--- config.mk ---
export PLATFORM = sky130hd
export DESIGN_NAME = mcr_regs
export DESIGN_NICKNAME = d
export VERILOG_FILES = /design/src/rtl/mcr_pkg.sv /design/src/rtl/mcr_regs.sv /design/src/rtl/mcr_sum_bit.sv /design/src/rtl/mcr_axil.sv
export VERILOG_INCLUDE_DIRS = /design/src /design/src/rtl
export SDC_FILE = /design/constraint.sdc
export NUM_CORES = 1
export LEC_CHECK = 0
export ABC_CLOCK_PERIOD_IN_PS = 4770
export BUFFER_PORTS_ARGS = -buffer_cell sky130_fd_sc_hd__buf_2
export CAP_MARGIN = 10
export CORE_MARGIN = 2
export CORE_UTILIZATION = 52
export CTS_BUF_LIST = sky130_fd_sc_hd__clkbuf_8
export DETAILED_ROUTE_END_ITERATION = 8
export MAX_ROUTING_LAYER = met4
export PLACE_DENSITY = 0.87
export SYNTH_ARGS = -nofsm -noshare
export SYNTH_HDL_FRONTEND = slang
export SYNTH_SLANG_ARGS = --single-unit
--- constraint.sdc ---
create_clock -name MCLK -period 4.77 [get_ports MCLK]
set_clock_uncertainty 0.1 [all_clocks]
set_input_delay 0.954 -clock MCLK [delete_from_list [all_inputs] [get_ports MCLK]]
set_output_delay 0.954 -clock MCLK [all_outputs]
set_load 0.01 [all_outputs]
--- src/rtl/mcr_consts.svh ---
// Notes on behaviour
// - Bit 7 of the error enable gates the coherence flag and misc irq.
// - Burst select bit 0 gives two-word bursts at 0, four-word at 1.
// - Bits 3:2 select 00 HSTL, 01 serial A, 10 serial B, 11 fabric.
// - Bit 7 picks the output clock: input clock over 2 at 0, PLL at 1.
// - PLL clock is input times numerator bits 3:1 over denominator 7:5.
// - Fault flag bits 0 to 3 report the four underruns, each enabled.
// - Fault flag bits 4 to 7 report the four overruns, each enabled.
// - Coherence register bit 7 flags incoherent words when enabled.
// - Enabled fault flags drive the FIFO irq; enables sit seven indexes below.
// - Summary bits clear on read and set again only on a fresh cause.
`ifndef MCR_CONSTS_SVH
`define MCR_CONSTS_SVH

// Register indexes; the byte address is four times the index
`define MCR_IDX_FIFO_EN 18'h30b01
`define MCR_IDX_ERR_EN 18'h30b02
`define MCR_IDX_BURST_CLK 18'h30b03
`define MCR_IDX_PLL 18'h30b04
`define MCR_IDX_RSV_A 18'h30b05
`define MCR_IDX_RSV_B 18'h30b06
`define MCR_IDX_FIFO_FLAGS 18'h30b08
`define MCR_IDX_COH_FLAGS 18'h30b09
`define MCR_IDX_RSV_C 18'h30b0a
`define MCR_IDX_IRQ_STAT 18'h30b0c
`define MCR_IDX_IRQ_MASK 18'h30b0d

// Writable bits of each control register
`define MCR_ERR_EN_WMASK 8'h80
`define MCR_BURST_CLK_WMASK 8'h8d
`define MCR_PLL_WMASK 8'hee

// Field positions
`define MCR_COH_BIT 7
`define MCR_BURST_BIT 0
`define MCR_ICK_LO 2
`define MCR_ICK_HI 3
`define MCR_OCK_BIT 7
`define MCR_NUM_LO 1
`define MCR_NUM_HI 3
`define MCR_DEN_LO 5
`define MCR_DEN_HI 7

// Reset values and encodings
`define MCR_RST_BYTE 8'h00
`define MCR_BURST_SHORT 3'h2
`define MCR_BURST_LONG 3'h4
`define MCR_RESP_OKAY 2'h0
`define MCR_RESP_SLVERR 2'h2

`endif

--- src/rtl/mcr_pkg.sv ---
package mcr_pkg;

  typedef logic [7:0] mcr_byte_t;
  typedef logic [17:0] mcr_idx_t;

  // Request from the bus front end to the register file
  typedef struct packed {
    logic wr;
    mcr_idx_t widx;
    mcr_byte_t wdata;
    logic rd;
    mcr_idx_t ridx;
  } mcr_req_s;

  // Decode answer from the register file
  typedef struct packed {
    mcr_byte_t rdata;
    logic rd_ok;
    logic wr_ok;
  } mcr_rsp_s;

endpackage

--- src/rtl/mcr_regs.sv ---
// The implementer's own choice: the AXI4-Lite interface to the registers.
`timescale 1ns/10ps
`include "mcr_consts.svh"
module mcr_regs (
  input wire logic MCLK,
  input wire logic SYS_RST,
  input wire logic [19:0] AWADDR,
  input wire logic AWVALID,
  output logic AWREADY,
  input wire logic [31:0] WDATA,
  input wire logic [3:0] WSTRB,
  input wire logic WVALID,
  output logic WREADY,
  output logic [1:0] BRESP,
  output logic BVALID,
  input wire logic BREADY,
  input wire logic [19:0] ARADDR,
  input wire logic ARVALID,
  output logic ARREADY,
  output logic [31:0] RDATA,
  output logic [1:0] RRESP,
  output logic RVALID,
  input wire logic RREADY,
  input wire logic [3:0] FIFO_UNDERRUN_EVENT,
  input wire logic [3:0] FIFO_OVERRUN_EVENT,
  input wire logic COHERENCE_EVENT,
  output logic BURST_LENGTH_SELECT,
  output logic [2:0] BURST_WORDS,
  output logic [1:0] INPUT_CLOCK_SELECT,
  output logic OUTPUT_CLOCK_SELECT,
  output logic [2:0] PLL_NUMERATOR,
  output logic [2:0] PLL_DENOMINATOR,
  output logic MEMCTL_FIFO_IRQ,
  output logic MEMCTL_MISC_IRQ,
  output logic IRQ
);
  import mcr_pkg::*;

  typedef struct packed {
    logic [8:0] sync1;
    logic [8:0] sync2;
    mcr_byte_t fifo_en;
    mcr_byte_t err_en;
    mcr_byte_t burst_clk;
    mcr_byte_t pll;
    mcr_byte_t fifo_flags;
    mcr_byte_t coh_flags;
    logic [1:0] irq_mask;
    logic [2:0] burst_words;
    logic irq;
  } mcr_regs_st_s;

  mcr_regs_st_s s_q;
  mcr_regs_st_s s_d;
  mcr_req_s req;
  mcr_rsp_s rsp;
  logic fifo_sum;
  logic misc_sum;
  logic fifo_cond;
  logic misc_cond;
  logic sum_clr_rd;
  logic fifo_clr;
  logic misc_clr;

  // Bus front end
  mcr_axil u_axil (
    .clk(MCLK),
    .rst(SYS_RST),
    .awaddr(AWADDR),
    .awvalid(AWVALID),
    .awready(AWREADY),
    .wdata(WDATA),
    .wstrb(WSTRB),
    .wvalid(WVALID),
    .wready(WREADY),
    .bresp(BRESP),
    .bvalid(BVALID),
    .bready(BREADY),
    .araddr(ARADDR),
    .arvalid(ARVALID),
    .arready(ARREADY),
    .rdata(RDATA),
    .rresp(RRESP),
    .rvalid(RVALID),
    .rready(RREADY),
    .req(req),
    .rsp(rsp)
  );

  // Index map shared by read and write decode
  function automatic logic idx_mapped(input mcr_idx_t idx);
    case (idx)
      `MCR_IDX_FIFO_EN, `MCR_IDX_ERR_EN, `MCR_IDX_BURST_CLK, `MCR_IDX_PLL,
      `MCR_IDX_RSV_A, `MCR_IDX_RSV_B, `MCR_IDX_FIFO_FLAGS,
      `MCR_IDX_COH_FLAGS, `MCR_IDX_RSV_C, `MCR_IDX_IRQ_STAT,
      `MCR_IDX_IRQ_MASK: idx_mapped = 1'b1;
      default: idx_mapped = 1'b0;
    endcase
  endfunction

  // Read data mux; reserved indexes answer zero
  always_comb begin
    rsp.rd_ok = idx_mapped(req.ridx);
    rsp.wr_ok = idx_mapped(req.widx);
    case (req.ridx)
      `MCR_IDX_FIFO_EN: rsp.rdata = s_q.fifo_en;
      `MCR_IDX_ERR_EN: rsp.rdata = s_q.err_en;
      `MCR_IDX_BURST_CLK: rsp.rdata = s_q.burst_clk;
      `MCR_IDX_PLL: rsp.rdata = s_q.pll;
      `MCR_IDX_FIFO_FLAGS: rsp.rdata = s_q.fifo_flags;
      `MCR_IDX_COH_FLAGS: rsp.rdata = s_q.coh_flags;
      `MCR_IDX_IRQ_STAT: rsp.rdata = {6'h00, misc_sum, fifo_sum};
      `MCR_IDX_IRQ_MASK: rsp.rdata = {6'h00, s_q.irq_mask};
      default: rsp.rdata = `MCR_RST_BYTE;
    endcase
  end

  // Summary causes and their clears: read clears both, a one clears one
  always_comb begin
    fifo_cond = |s_q.fifo_flags;
    misc_cond = s_q.coh_flags[`MCR_COH_BIT];
    sum_clr_rd = req.rd && (req.ridx == `MCR_IDX_IRQ_STAT);
    fifo_clr = sum_clr_rd;
    misc_clr = sum_clr_rd;
    if (req.wr && (req.widx == `MCR_IDX_IRQ_STAT)) begin
      fifo_clr = sum_clr_rd | req.wdata[0];
      misc_clr = sum_clr_rd | req.wdata[1];
    end
  end

  // FIFO fault summary bit
  mcr_sum_bit u_fifo_sum (
    .clk(MCLK),
    .rst(SYS_RST),
    .cond(fifo_cond),
    .clr(fifo_clr),
    .flag(fifo_sum)
  );

  // Coherence summary bit
  mcr_sum_bit u_misc_sum (
    .clk(MCLK),
    .rst(SYS_RST),
    .cond(misc_cond),
    .clr(misc_clr),
    .flag(misc_sum)
  );

  // Event sync, gated flags, software writes and derived outputs
  always_comb begin
    s_d = s_q;
    s_d.sync1 = {COHERENCE_EVENT, FIFO_OVERRUN_EVENT, FIFO_UNDERRUN_EVENT};
    s_d.sync2 = s_q.sync1;
    // Bits 3:0 underrun, 7:4 overrun, each behind its own enable
    s_d.fifo_flags = s_q.sync2[7:0] & s_q.fifo_en;
    s_d.coh_flags = `MCR_RST_BYTE;
    s_d.coh_flags[`MCR_COH_BIT] =
      s_q.sync2[8] & s_q.err_en[`MCR_COH_BIT];
    if (req.wr) begin
      case (req.widx)
        `MCR_IDX_FIFO_EN: s_d.fifo_en = req.wdata;
        `MCR_IDX_ERR_EN: s_d.err_en = req.wdata & `MCR_ERR_EN_WMASK;
        `MCR_IDX_BURST_CLK: begin
          s_d.burst_clk = req.wdata & `MCR_BURST_CLK_WMASK;
        end
        `MCR_IDX_PLL: s_d.pll = req.wdata & `MCR_PLL_WMASK;
        `MCR_IDX_IRQ_MASK: s_d.irq_mask = req.wdata[1:0];
        default: begin
          // Flag and reserved indexes keep their contents; ones written to the IRQ status clear summary bits
          s_d.irq = s_q.irq;
        end
      endcase
    end
    // Words per burst follow the select bit
    s_d.burst_words = s_d.burst_clk[`MCR_BURST_BIT] ?
      `MCR_BURST_LONG : `MCR_BURST_SHORT;
    s_d.irq = |({misc_sum, fifo_sum} & s_q.irq_mask);
  end

  always_ff @(posedge MCLK or posedge SYS_RST) begin
    if (SYS_RST) begin
      s_q <= '{burst_words: `MCR_BURST_SHORT, default: '0};
    end else begin
      s_q <= s_d;
    end
  end

  // Clocking and burst controls to the controller datapath, then the interrupt outputs
  assign BURST_LENGTH_SELECT = s_q.burst_clk[`MCR_BURST_BIT];
  assign BURST_WORDS = s_q.burst_words;
  assign INPUT_CLOCK_SELECT =
    s_q.burst_clk[`MCR_ICK_HI:`MCR_ICK_LO];
  assign OUTPUT_CLOCK_SELECT = s_q.burst_clk[`MCR_OCK_BIT];
  assign PLL_NUMERATOR = s_q.pll[`MCR_NUM_HI:`MCR_NUM_LO];
  assign PLL_DENOMINATOR = s_q.pll[`MCR_DEN_HI:`MCR_DEN_LO];
  assign MEMCTL_FIFO_IRQ = fifo_sum;
  assign MEMCTL_MISC_IRQ = misc_sum;
  assign IRQ = s_q.irq;
endmodule

--- src/rtl/mcr_sum_bit.sv ---
`timescale 1ns/10ps
module mcr_sum_bit (
  input wire logic clk,
  input wire logic rst,
  input wire logic cond,
  input wire logic clr,
  output logic flag
);
  typedef struct packed {
    logic prev;
    logic flag;
  } mcr_sum_st_s;

  mcr_sum_st_s s_q;
  mcr_sum_st_s s_d;

  // Sets on a fresh rise of the cause; a set beats a clear
  always_comb begin
    s_d = s_q;
    s_d.prev = cond;
    s_d.flag = (cond & ~s_q.prev) | (s_q.flag & ~clr);
  end

  always_ff @(posedge clk or posedge rst) begin
    if (rst) begin
      s_q <= 2'b00;
    end else begin
      s_q <= s_d;
    end
  end

  assign flag = s_q.flag;
endmodule

--- src/rtl/mcr_axil.sv ---
`timescale 1ns/10ps
`include "mcr_consts.svh"
module mcr_axil (
  input wire logic clk,
  input wire logic rst,
  input wire logic [19:0] awaddr,
  input wire logic awvalid,
  output logic awready,
  input wire logic [31:0] wdata,
  input wire logic [3:0] wstrb,
  input wire logic wvalid,
  output logic wready,
  output logic [1:0] bresp,
  output logic bvalid,
  input wire logic bready,
  input wire logic [19:0] araddr,
  input wire logic arvalid,
  output logic arready,
  output logic [31:0] rdata,
  output logic [1:0] rresp,
  output logic rvalid,
  input wire logic rready,
  output mcr_pkg::mcr_req_s req,
  input mcr_pkg::mcr_rsp_s rsp
);
  import mcr_pkg::*;

  typedef struct packed {
    logic awready;
    logic wready;
    logic arready;
    logic bvalid;
    logic [1:0] bresp;
    logic rvalid;
    logic [1:0] rresp;
    mcr_byte_t rdata;
    mcr_idx_t widx;
    mcr_byte_t wdata;
    logic wlane0;
  } mcr_axil_st_s;

  mcr_axil_st_s s_q;
  mcr_axil_st_s s_d;

  // Channel handshakes; write fires once address and data are both held
  always_comb begin
    s_d = s_q;
    req = '0;
    req.widx = s_q.widx;
    req.wdata = s_q.wdata;
    req.ridx = araddr[19:2];
    if (awvalid && s_q.awready) begin
      s_d.awready = 1'b0;
      s_d.widx = awaddr[19:2];
    end
    if (wvalid && s_q.wready) begin
      s_d.wready = 1'b0;
      s_d.wdata = wdata[7:0];
      s_d.wlane0 = wstrb[0];
    end
    if (s_q.bvalid && bready) begin
      s_d.bvalid = 1'b0;
    end
    if (!s_q.awready && !s_q.wready && !s_q.bvalid) begin
      req.wr = s_q.wlane0;
      s_d.bvalid = 1'b1;
      s_d.bresp = rsp.wr_ok ? `MCR_RESP_OKAY : `MCR_RESP_SLVERR;
      s_d.awready = 1'b1;
      s_d.wready = 1'b1;
    end
    if (s_q.rvalid && rready) begin
      s_d.rvalid = 1'b0;
      s_d.arready = 1'b1;
    end
    if (arvalid && s_q.arready) begin
      req.rd = 1'b1;
      s_d.arready = 1'b0;
      s_d.rvalid = 1'b1;
      s_d.rdata = rsp.rdata;
      s_d.rresp = rsp.rd_ok ? `MCR_RESP_OKAY : `MCR_RESP_SLVERR;
    end
  end

  always_ff @(posedge clk or posedge rst) begin
    if (rst) begin
      s_q <= '{awready: 1'b1, wready: 1'b1, arready: 1'b1, default: '0};
    end else begin
      s_q <= s_d;
    end
  end

  assign awready = s_q.awready;
  assign wready = s_q.wready;
  assign arready = s_q.arready;
  assign bvalid = s_q.bvalid;
  assign bresp = s_q.bresp;
  assign rvalid = s_q.rvalid;
  assign rresp = s_q.rresp;
  assign rdata = {24'h000000, s_q.rdata};
endmodule

* After elaboration in Yosys (flattened, before gate mapping) *
Index checks and enable logic that the tools add are counted.

operators by class
  reductions and logical operators = 25
  bitwise logic cells = 15
  equality and inequality tests = 22
  mux-type cells = 22

operators with widths
  cell                  number
  $eq 18x18->1 const B  22
  $pmux 8 s8            1
  $reduce_or 11->1      2
  $mux 1                13
  $mux 11               1
  $reduce_and 2->1      5
  $logic_and 1x1->1     9
  $mux 9                1
  $and 8x8->8           1
  $mux 8                1
  $reduce_bool 2->1     4
  $reduce_or 8->1       1
  $mux 2                3
  $mux 3                2
  $and 1x1->1           5
  $not 1->1             4
  $or 1x1->1            4
  $logic_not 1->1       3
  $and 2x2->2           1
  $reduce_or 2->1       1

word-level totals
  input bits = 92
  flip-flop bits (word level) = 100
  word-level logic and storage cells = 111
  output and inout port bits = 57

* Logic depth before layout (Yosys ltp) *
Gate-level depths: netlist of run 1.

  depth in word-level cells = 9
  mapped depth = 6
  mapped depth without buffers = 5

* Modules after synthesis *
From an unflattened synthesis of run 1, not the netlist that was laid out.

second synthesis, totals
  cell total of the unflattened synthesis = 382
  area, all modules = 4650.7 um2

modules (own cells, without submodules)
  module       instances  cells an instance  sequential area each (um2)  area each (um2)
  mcr_regs     1          188                1252.5                      2274.7
  mcr_axil     1          182                1054.8                      2228.4
  mcr_sum_bit  2          6                  50.0                        73.8

* Least setup slack after synthesis of run 1 *
No wires, ideal clock.

  kind = input -> register
  start point = input ARADDR[14]
  end point = register u_misc_sum.s_q, in the netlist u_misc_sum.flag
  buffers on the path = 1
  stages on the path = 5
  library setup time = 0.122 ns
  arrival = 2.067 ns
  data required time = 4.548 ns
  slack = 2.481 ns
  cells stage by stage = nor4b_1 and4_1 buf_2 nand4b_1 a32o_1

RTL lines
  what                  RTL line           text
  from (decl)           mcr_regs.sv:17     input wire logic [19:0] ARADDR,
  to (signal assigned)  mcr_sum_bit.sv:26  s_q <= 2'b00;
  to (signal assigned)  mcr_sum_bit.sv:28  s_q <= s_d;
  to (decl)             mcr_sum_bit.sv:14  mcr_sum_st_s s_q;

* Worst setup path after layout of run 1 *
  start point = input ARADDR[14]
  end point = register u_axil.s_q, in the netlist u_axil.rdata[3]

on the way
  longest elaborated chain between the ends = 2
  elaborated cells between the ends (all ways) = 9
  those cells by class = 8 x eq/ne; 1 x mux

ends and longest elaborated chain
  what                  RTL line         text
  $eq 18x18->1          mcr_regs.sv:105  case (req.ridx)
  $pmux 8 s8 *          mcr_regs.sv:105
  to (signal assigned)  mcr_axil.sv:86   s_q <= '{awready: 1'b1, wready: 1'b1, arready: 1'b1, default: '0};
  to (signal assigned)  mcr_axil.sv:88   s_q <= s_d;
  to (decl)             mcr_axil.sv:42   mcr_axil_st_s s_q;

Every way passes the cells marked *; elsewhere a longest branch is shown, timed or not.
A chain may end at the register's enable or synchronous reset.

==> flow_summary_export.csv, run 1 <==
group,metric,value,unit
timing,rsz0062_at_grt,"false",
synth,synth_warnings,0,
timing,fmax,330.6,MHz
routing,drt-vias-per-instance,5.106,
critical_path,cp-endpoint,"u_axil.rdata[3]$_DFFE_PP0N_",
global_routing,first_global_vias,2561,
final_layout,drive_gt1_share,40.79,%
routing,drc,0,
clocking,clock_insertion_delay_worst_skew,350,ps
place,gp_congestion,0.9224,
critical_path,crit_start,"ARADDR[14]",
floorplanning,fp-row-count,32,
synth,synth_top_area_share,54.68,%
power_and_ir_drop,p_per_area,426.2,nW/um^2
synth,synth_top_area_cell,"dfrtp_1",
synth,synthTopCellsByArea,"dfrtp_1 (55%), mux2_2 (13%), buf_4 (8.4%), dfstp_2 (2.5%), a22o_1 (2.3%)",
routing,wl_per_cell,14.83,um
timing,slew_violations,0,
final_layout,final_cell_mix,"dfrtp_1 (92), buf_2 (90), mux2_2 (50)",
clocking,cts_tree,"built",
outcome,status,"complete, no violations",
global_routing,grt_max_degree,58,
clocking,hold_buffers,0,
final_layout,layout.cells.non_filler,509,
routing,drtIter0Drc,190,
timing,fin_crit,3025,ps
timing,setup_tns,0,ps
power_and_ir_drop,p_leak,2.323,nW
timing,final_hold_viol_count,0,
critical_path,r2r_setup_slack,2510,ps
global_routing,grt_pass1_wl,12280,um
routing,vias,2599,
critical_path,crit_type,"input pin to flip-flop",
floorplanning,die_h,93.98,um
clocking,htreeDepth,3,
routing,drtAntennaViolNets,0,
critical_path,r2r_end,"u_axil.rdata[3]$_DFFE_PP0N_",
synth,ys_seq_area_share,57.18,%
power_and_ir_drop,power,2.009,mW
synth,ys_types,41,
timing,worst_pin_slew,1144,ps
synth,ys_ff_latch,96,
power_and_ir_drop,peakVddDrop,0.3577,mV
critical_path,cp_max_fo,13,
final_layout,final_common_cell,"dfrtp_1",
clocking,cts.sinks,96,
timing,setup_viol,0,
critical_path,cp.required,4970,ps
timing,finalCritPeriodShare,63.41,%
floorplanning,die_x,93.98,um
synth,netlist_instances,333,
clocking,clock_tree.buffer_depth,2,
clocking,root_buffer,"clkbuf_8",
routing,drt_wl_total,7546,um
place,dp_cells,494,
clocking,cts_resized,0,
clocking,cts_setup_buffers,0,
synth,syn_area,4210,um^2
routing,drt_first_pass_iters,4,
final_layout,fin_util,60.68,%
final_layout,syn2layout_area_growth,11.95,%
critical_path,worstPathArrival,3220,ps
floorplanning,dieArea,8832,um^2
floorplanning,core,7767,um^2
clocking,clk_pin_slew,90,ps
global_routing,antenna_found_initial,0,
place,dp_hpwl,5690,um
critical_path,cp-start-kind,"input pin",
min_path,hp-class,"flip-flop to flip-flop",
synth,synth.avg_cell_area,12.64,um^2
global_routing,grt.total_usage,18.85,%
floorplanning,io_pins,149,
floorplanning,initial_core_util,54.20,%
critical_path,crit_path_end_kind,"flip-flop",
critical_path,r2r-start,"u_axil.arready$_DFFE_PP1P_",
place,portBuffers,90,
clocking,cts_made_buffers,9,
flow_run,cap_violations,0,
timing,max_slew_margin,22.70,%
final_layout,final_nets,495,
global_routing,gr-total-overflow,0,
critical_path,reg2reg_depth,3,
final_layout,insertedDiodeCount,0,
cell type report:
cell class | instances | area (um^2)
fill | 602 | 3054
inverter | 6 | 23.77
sequential | 96 | 2407
multi-input combinational | 199 | 1469
timing repair buffer | 91 | 457.9
clock inverter | 4 | 76.32
clock buffer | 11 | 151.4
tap | 102 | 127.6
through the flow:
| stage | hold slack (ps) | instance area [um^2] | setup slack (ps) |
|---|---|---|---|
| after CTS | 252.3 | 4713 | 1786 |
| after floorplan | 231.2 | 4308 | 1217 |
| after detailed placement | 235.5 | 4486 | 1399 |
| after global placement | 233.6 | 4486 | 1545 |
| after global routing | 257.0 | 4713 | 1496 |
| final | 242.6 | 4713 | 1745 |
report_power, final:
group          total, mW  switching [mW]  leakage [nW]  internal, mW
sequential          1.10           0.131          1.22         0.966
clock              0.589           0.267         0.112         0.323
combinational      0.322           0.143         0.994         0.179
worst min-delay path by stage:
stage	startpoint	end	slack, ps	depth (start not counted)
6_report	s_d[57]$_DFF_PP0_	s_q[57]$_DFF_PP0_	240	0
5_1_grt	s_d[57]$_DFF_PP0_	s_q[57]$_DFF_PP0_	260	0
4_1_cts	s_d[57]$_DFF_PP0_	s_q[57]$_DFF_PP0_	250	0
3_5_place_dp	s_d[57]$_DFF_PP0_	s_q[57]$_DFF_PP0_	240	0
3_3_place_gp	s_d[57]$_DFF_PP0_	s_q[57]$_DFF_PP0_	230	0
2_1_floorplan	s_d[54]$_DFF_PP0_	s_q[54]$_DFF_PP0_	230	0
worst max-delay path, cell delays in order:
cell and delay (ps):
buf_2 100, nor4b_1 380, and4_1 510, nor4bb_1 1020, a22o_1 250
cell families after synthesis:
family	count (synthesis)	share of synthesized area [%]
other cells	1	0.08907
simple gates	82	11.95
flops	96	57.18
compound gates	34	5.735
mux	54	14.32
buf+inv	64	10.25
fa+ha+maj	2	0.4755
Yosys cell counts:
cell        n
a32o_1      1
nor3_1      4
a21oi_1     5
a22o_1     11
nor4b_2     2
nor4_1      2
and3b_1     1
nand2b_1    1
nand2_1    13
nand3_1    10
a31o_2      1
clkbuf_1    4
nor3b_1     1
o21ai_0     9
a22oi_1     2
nor4b_1     2
mux2i_1     4
buf_6       1
nand4_1     8
conb_1      1
mux2_2     50
o41ai_1     1
dfstp_2     4
and4_1      3
nor2_1     10
buf_4      47
nor4bb_1    3
a221oi_1    1
nand4b_1    3
inv_1       6
a32oi_1     1
nor4_2      1
a2111oi_0   1
a31oi_1     1
maj3_1      2
and3_1      2
and2_1     11
dfrtp_1    92
and4bb_2    1
nor2b_1     4
buf_2       6
routing by layer:
layer / share of wire [%] / vias up / track usage, %
li1: - / 1252 / -
met1: 46 / 1238 / 25.47
met2: 47 / 100 / 28.15
met3: 5.6 / 9 / 2.889
met4: 1.5 / 0 / 9.179
met5: 0 / - / -
flip-flops by register name, summed over array words and instances, names as in the netlist, 2 cells and up:
name,flops
BURST_WORDS,2
u_axil.rdata,8
PLL_DENOMINATOR,3
PLL_NUMERATOR,3
INPUT_CLOCK_SELECT,2
u_axil.req,26
s_q,28
s_d,9
Note: power is estimated with default switching activity, not from simulation.
==> run 2: changes to the inputs <==
ABC_CLOCK_PERIOD_IN_PS = 3000   (was 4770)
clock period = 3 ns   (was 4.77 ns; I/O delays follow)
==> flow_summary_export.csv, run 2 (same netlist as run 1, synthesis figures left out) <==
group,metric,value,unit
critical_path,r2r_setup_slack,630,ps
global_routing,grt_pass1_wl,13060,um
floorplanning,fp-row-count,32,
clocking,cts_resized,0,
timing,setup_tns,0,ps
floorplanning,core,7767,um^2
routing,drt_first_pass_iters,4,
min_path,hp-class,"input pin to flip-flop",
timing,setup_viol,0,
routing,wl_met2,3892,um
timing,fin_crit,2374,ps
floorplanning,io_pins,149,
floorplanning,initial_core_util,54.20,%
timing,finalCritPeriodShare,79.12,%
flow_run,cap_violations,0,
clocking,cts_made_buffers,9,
final_layout,fin_util,60.73,%
timing,worst_slack,626.3,ps
power_and_ir_drop,p_per_area,656.1,nW/um^2
critical_path,crit_path_end_kind,"flip-flop",
final_layout,final_nets,498,
min_path,min_to,"s_d[58]$_DFF_PP0_",
clocking,root_buffer,"clkbuf_8",
clocking,htreeDepth,3,
clocking,cts_setup_buffers,0,
outcome,status,"complete, no violations",
final_layout,insertedDiodeCount,0,
routing,wl_met1,3371,um
routing,drtAntennaViolNets,0,
clocking,cts_tree,"built",
place,place_area,4523,um^2
clocking,cts.sinks,96,
routing,route.met3.wl,423,um
timing,final_hold_viol_count,0,
global_routing,gr-total-overflow,0,
routing,vias,2647,
routing,drtIter0Drc,148,
final_layout,largest_register,"s_q",
place,portBuffers,90,
floorplanning,dieArea,8832,um^2
global_routing,grt_max_degree,37,
final_layout,design_area,4717,um^2
timing,slew_violations,0,
place,dp_hpwl,6130,um
min_path,hold_depth,1,
final_layout,final_common_cell,"dfrtp_1",
critical_path,crit_type,"flip-flop to flip-flop",
power_and_ir_drop,peakVddDrop,0.3194,mV
power_and_ir_drop,p_leak,2.327,nW
clocking,hold_buffers,0,
timing,fmax,421.3,MHz
floorplanning,die_h,93.98,um
critical_path,reg2reg_depth,5,
routing,drt-vias-per-instance,5.160,
timing,max_slew_margin,49.28,%
routing,wl_per_cell,15.41,um
critical_path,cp-start-kind,"flip-flop",
critical_path,r2r-start,"u_axil.req[40]$_DFFE_PP0P_",
min_path,min_from,"FIFO_OVERRUN_EVENT[0]",
critical_path,cp.required,3140,ps
clocking,clk_pin_slew,90,ps
global_routing,first_global_vias,2713,
timing,worst_pin_slew,759.0,ps
critical_path,r2r_end,"PLL_DENOMINATOR[0]$_DFFE_PP0P_",
routing,drc,0,
routing,topRoutingLayerUsed,"met4",
clocking,clock_tree.buffer_depth,2,
final_layout,drive_gt1_share,41.36,%
final_layout,final_cell_mix,"dfrtp_1 (92), buf_2 (90), mux2_2 (50)",
place,pre_cts_ws,585.1,ps
final_layout,syn2layout_area_growth,12.04,%
final_layout,largest_reg_flops,28,
place,gp_congestion,0.9289,
routing,drt_wl_total,7904,um
floorplanning,die_x,93.98,um
timing,rsz0062_at_grt,"false",
clocking,clock_insertion_delay_worst_skew,360,ps
critical_path,crit_start,"u_axil.req[40]$_DFFE_PP0P_",
global_routing,grt.total_usage,20.07,%
global_routing,antenna_found_initial,0,
critical_path,cp_max_fo,6,
power_and_ir_drop,power,3.095,mW
critical_path,worstPathArrival,2520,ps
## run 2: cell types whose count changed in the layout (fill, tap and decap cells not counted), sizes merged
cell      change
buf           +3
bufinv        -1
clkbuf        -2
clkinv        +2
clkinvlp      +1
inv           +1
## run 2: per-stage QoR
step                cells  hold slack [ps]
floorplan             359            231.2
global placement      497            233.9
detailed placement    497            235.5
CTS                   513            227.8
global route          513            223.4
finish                513            239.6
## run 2: worst max path at each step
stage                                                 to  slack [ps]
final                     PLL_DENOMINATOR[0]$_DFFE_PP0P_         630
after global routing      PLL_DENOMINATOR[0]$_DFFE_PP0P_         600
after CTS                 PLL_DENOMINATOR[0]$_DFFE_PP0P_         670
after detailed placement     u_axil.rdata[4]$_DFFE_PP0N_         590
after global placement       u_axil.rdata[7]$_DFFE_PP0N_         710
after floorplan                u_misc_sum.flag$_DFF_PP0_        1070
## run 2: layout make-up
type | count | area, um^2
Fill cell | 622 | 3050
Sequential cell | 96 | 2407
Multi-Input combinational cell | 199 | 1469
Timing Repair Buffer | 94 | 493.0
Tap cell | 102 | 127.6
Clock buffer | 9 | 123.9
Clock inverter | 7 | 70.07
Inverter | 6 | 26.28
## run 2: power breakdown
group	internal, mW	total, mW	switching [mW]
clock	0.386	0.824	0.438
sequential	1.54	1.74	0.208
combinational	0.289	0.527	0.238
## run 2: worst max-delay path, stage by stage (launching register included)
cell	delay [ps]
dfrtp_1	400
nor4b_2	310
nand4b_1	220
nor4_2	390
and3b_1	450
mux2_2	390
## run 2: metal layers
metal / track usage [%] / up-vias
met1: 25.30 / 1273
li1: - / 1256
met3: 4.655 / 23
met4: 9.541 / 0
met5: - / -
met2: 30.95 / 95
==> run 3: changes to the inputs <==
ABC_AREA = 1   (was not set)
ABC_CLOCK_PERIOD_IN_PS = 2200   (was 3000)
PLACE_DENSITY = 0.86   (was 0.87)
clock period = 2.2 ns   (was 3 ns; I/O delays follow)
==> flow_summary_export.csv, run 3 <==
group,metric,value,unit
outcome,status,"complete, no violations",
synth,ys_types,32,
timing,setup_tns,0,ps
synth,synthMostInstantiatedCell,"nand2_1",
final_layout,drive_gt1_share,23.38,%
timing,max_slew_margin,55.69,%
timing,final_hold_viol_count,0,
clocking,cts_made_buffers,9,
final_layout,fillCellCount,761,
synth,synth.avg_cell_area,8.565,um^2
floorplanning,io_pins,149,
final_layout,syn2layout_area_growth,11.02,%
place,dp_hpwl,7114,um
timing,fin_crit,1805,ps
routing,drtIter0Drc,185,
routing,vias,3595,
timing,fmax,554.1,MHz
routing,drt_first_pass_iters,5,
timing,slew_violations,0,
clocking,cts_tree,"built",
place,place_area,4918,um^2
min_path,hp-class,"input pin to asynchronous set/reset pin",
critical_path,cp-start-kind,"flip-flop",
power_and_ir_drop,peakVddDrop,0.6086,mV
synth,ys_ff_latch,96,
floorplanning,initial_core_util,53.26,%
global_routing,grt_max_degree,57,
routing,wl_per_cell,12.69,um
critical_path,cp.required,2340,ps
synth,synth-edff-count,0,
synth,synth_warnings,0,
final_layout,largest_reg_flops,28,
synth,synth_top_area_share,50.05,%
clocking,cts.sinks,96,
timing,rsz0062_at_grt,"false",
clocking,htreeDepth,3,
clocking,cts_setup_buffers,0,
final_layout,final_nets,703,
timing,setup_viol,0,
routing,drt-vias-per-instance,4.965,
floorplanning,fp-row-count,34,
clocking,clk_pin_slew,100,ps
routing,drtAntennaViolNets,0,
power_and_ir_drop,p_per_area,853.0,nW/um^2
clocking,root_buffer,"clkbuf_8",
synth,synth_common_cells,"nand2_1 (118), dfrtp_1 (92), inv_1 (80)",
synth,syn_area,4599,um^2
floorplanning,core,8636,um^2
clocking,clock_tree.buffer_depth,2,
timing,worst_pin_slew,663.0,ps
global_routing,grt_pass1_wl,15680,um
routing,drt_wl_total,9190,um
floorplanning,die_x,98.05,um
routing,drc,0,
global_routing,first_global_vias,3471,
flow_run,cap_violations,0,
clocking,hold_buffers,0,
synth,async_flop_share,100.0,%
synth,synthTopCellsByArea,"dfrtp_1 (50%), nand2_1 (9.6%), buf_4 (7.7%), inv_1 (6.5%), nor2_1 (4.1%)",
floorplanning,dieArea,9613,um^2
power_and_ir_drop,p_leak,2.807,nW
clocking,cts_resized,0,
final_layout,final_common_cell,"nand2_1",
final_layout,largest_register,"s_q",
synth,synth_top_area_cell,"dfrtp_1",
critical_path,cp_max_fo,12,
place,portBuffers,90,
final_layout,design_area,5106,um^2
critical_path,crit_path_end_kind,"flip-flop",
critical_path,crit_type,"flip-flop to flip-flop",
clocking,clock_insertion_delay_worst_skew,360,ps
synth,netlist_instances,537,
floorplanning,die_h,98.05,um
place,gp_congestion,0.8767,
global_routing,grt.total_usage,20.82,%
timing,finalCritPeriodShare,82.03,%
synth,ys_seq_area_share,52.34,%
synth,synth_flop_cell,"dfrtp_1",
global_routing,gr-total-overflow,0,
final_layout,final_cell_mix,"nand2_1 (118), dfrtp_1 (92), buf_2 (90)",
global_routing,antenna_found_initial,0,
critical_path,worstPathArrival,1940,ps
final_layout,insertedDiodeCount,0,
[run 3: kinds of logic after synthesis]
group / synth area share (%)
flops: 52.34
mux: 2.204
buf+inv: 15.53
simple gates: 23.29
compound gates: 6.556
other cells: 0.08153
[run 3: path summary, 6_finish.rpt]
path                       cells after the start  slack [ps]                           end                  startpoint
hold / removal                                 2          40    u_axil.req[44]$_DFFE_PP0P_                     SYS_RST
min in group MCLK                              1          80             s_d[56]$_DFF_PP0_      FIFO_UNDERRUN_EVENT[2]
setup / recovery                               6         400  PLL_NUMERATOR[1]$_DFFE_PP0P_  u_axil.req[28]$_DFFE_PP0P_
setup reg to reg                               6         400  PLL_NUMERATOR[1]$_DFFE_PP0P_  u_axil.req[28]$_DFFE_PP0P_
max in group asynchronous                      3        1310    u_axil.req[21]$_DFFE_PP0P_                     SYS_RST
hold reg to reg                                0         250             s_q[55]$_DFF_PP0_           s_d[55]$_DFF_PP0_
[run 3: per-stage QoR]
step	utilization [%]	hold slack, ps	worst slack [ps]	instances	power (mW)
floorplan	-	231.2	529.6	563	3.037
global placement	56.95	234.1	288.9	708	3.230
detailed placement	56.95	234.7	289.7	708	3.307
CTS	59.13	53.43	412.6	724	4.386
global route	59.13	56.27	201.6	724	4.633
finish	59.13	39.16	395.4	724	4.355
[run 3: metal layers]
layer  global-route usage [%]  up-vias  share of wire, %
met5                        -        -                 0
met4                    6.410        0               1.1
met3                    4.152        7               7.3
met2                    33.35      148                48
met1                    27.01     1675                43
li1                         -     1765                 -
[run 3: final cells by class]
class,count,area (um^2),area share [%]
flip-flops and latches,96,2407,47.15
multi-input cells,329,1575,30.85
repair buffers,94,493.0,9.654
inverters,81,307.8,6.028
well taps,108,135.1,2.646
clock buffers,9,123.9,2.426
clock inverters,7,63.81,1.250
[run 3: worst max-delay path, stage by stage, from the launching register on]
cell     delay [ps]
dfrtp_1         440
nor2_2          230
nand3_1         110
nor3_1          210
nand3_1         370
nand2_1         170
o21ai_1          70
[run 3: power breakdown]
part           switching (mW)  total [mW]  internal [mW]
combinational           0.606       0.956          0.350
clock                   0.650        1.08          0.434
sequential              0.220        2.31           2.09
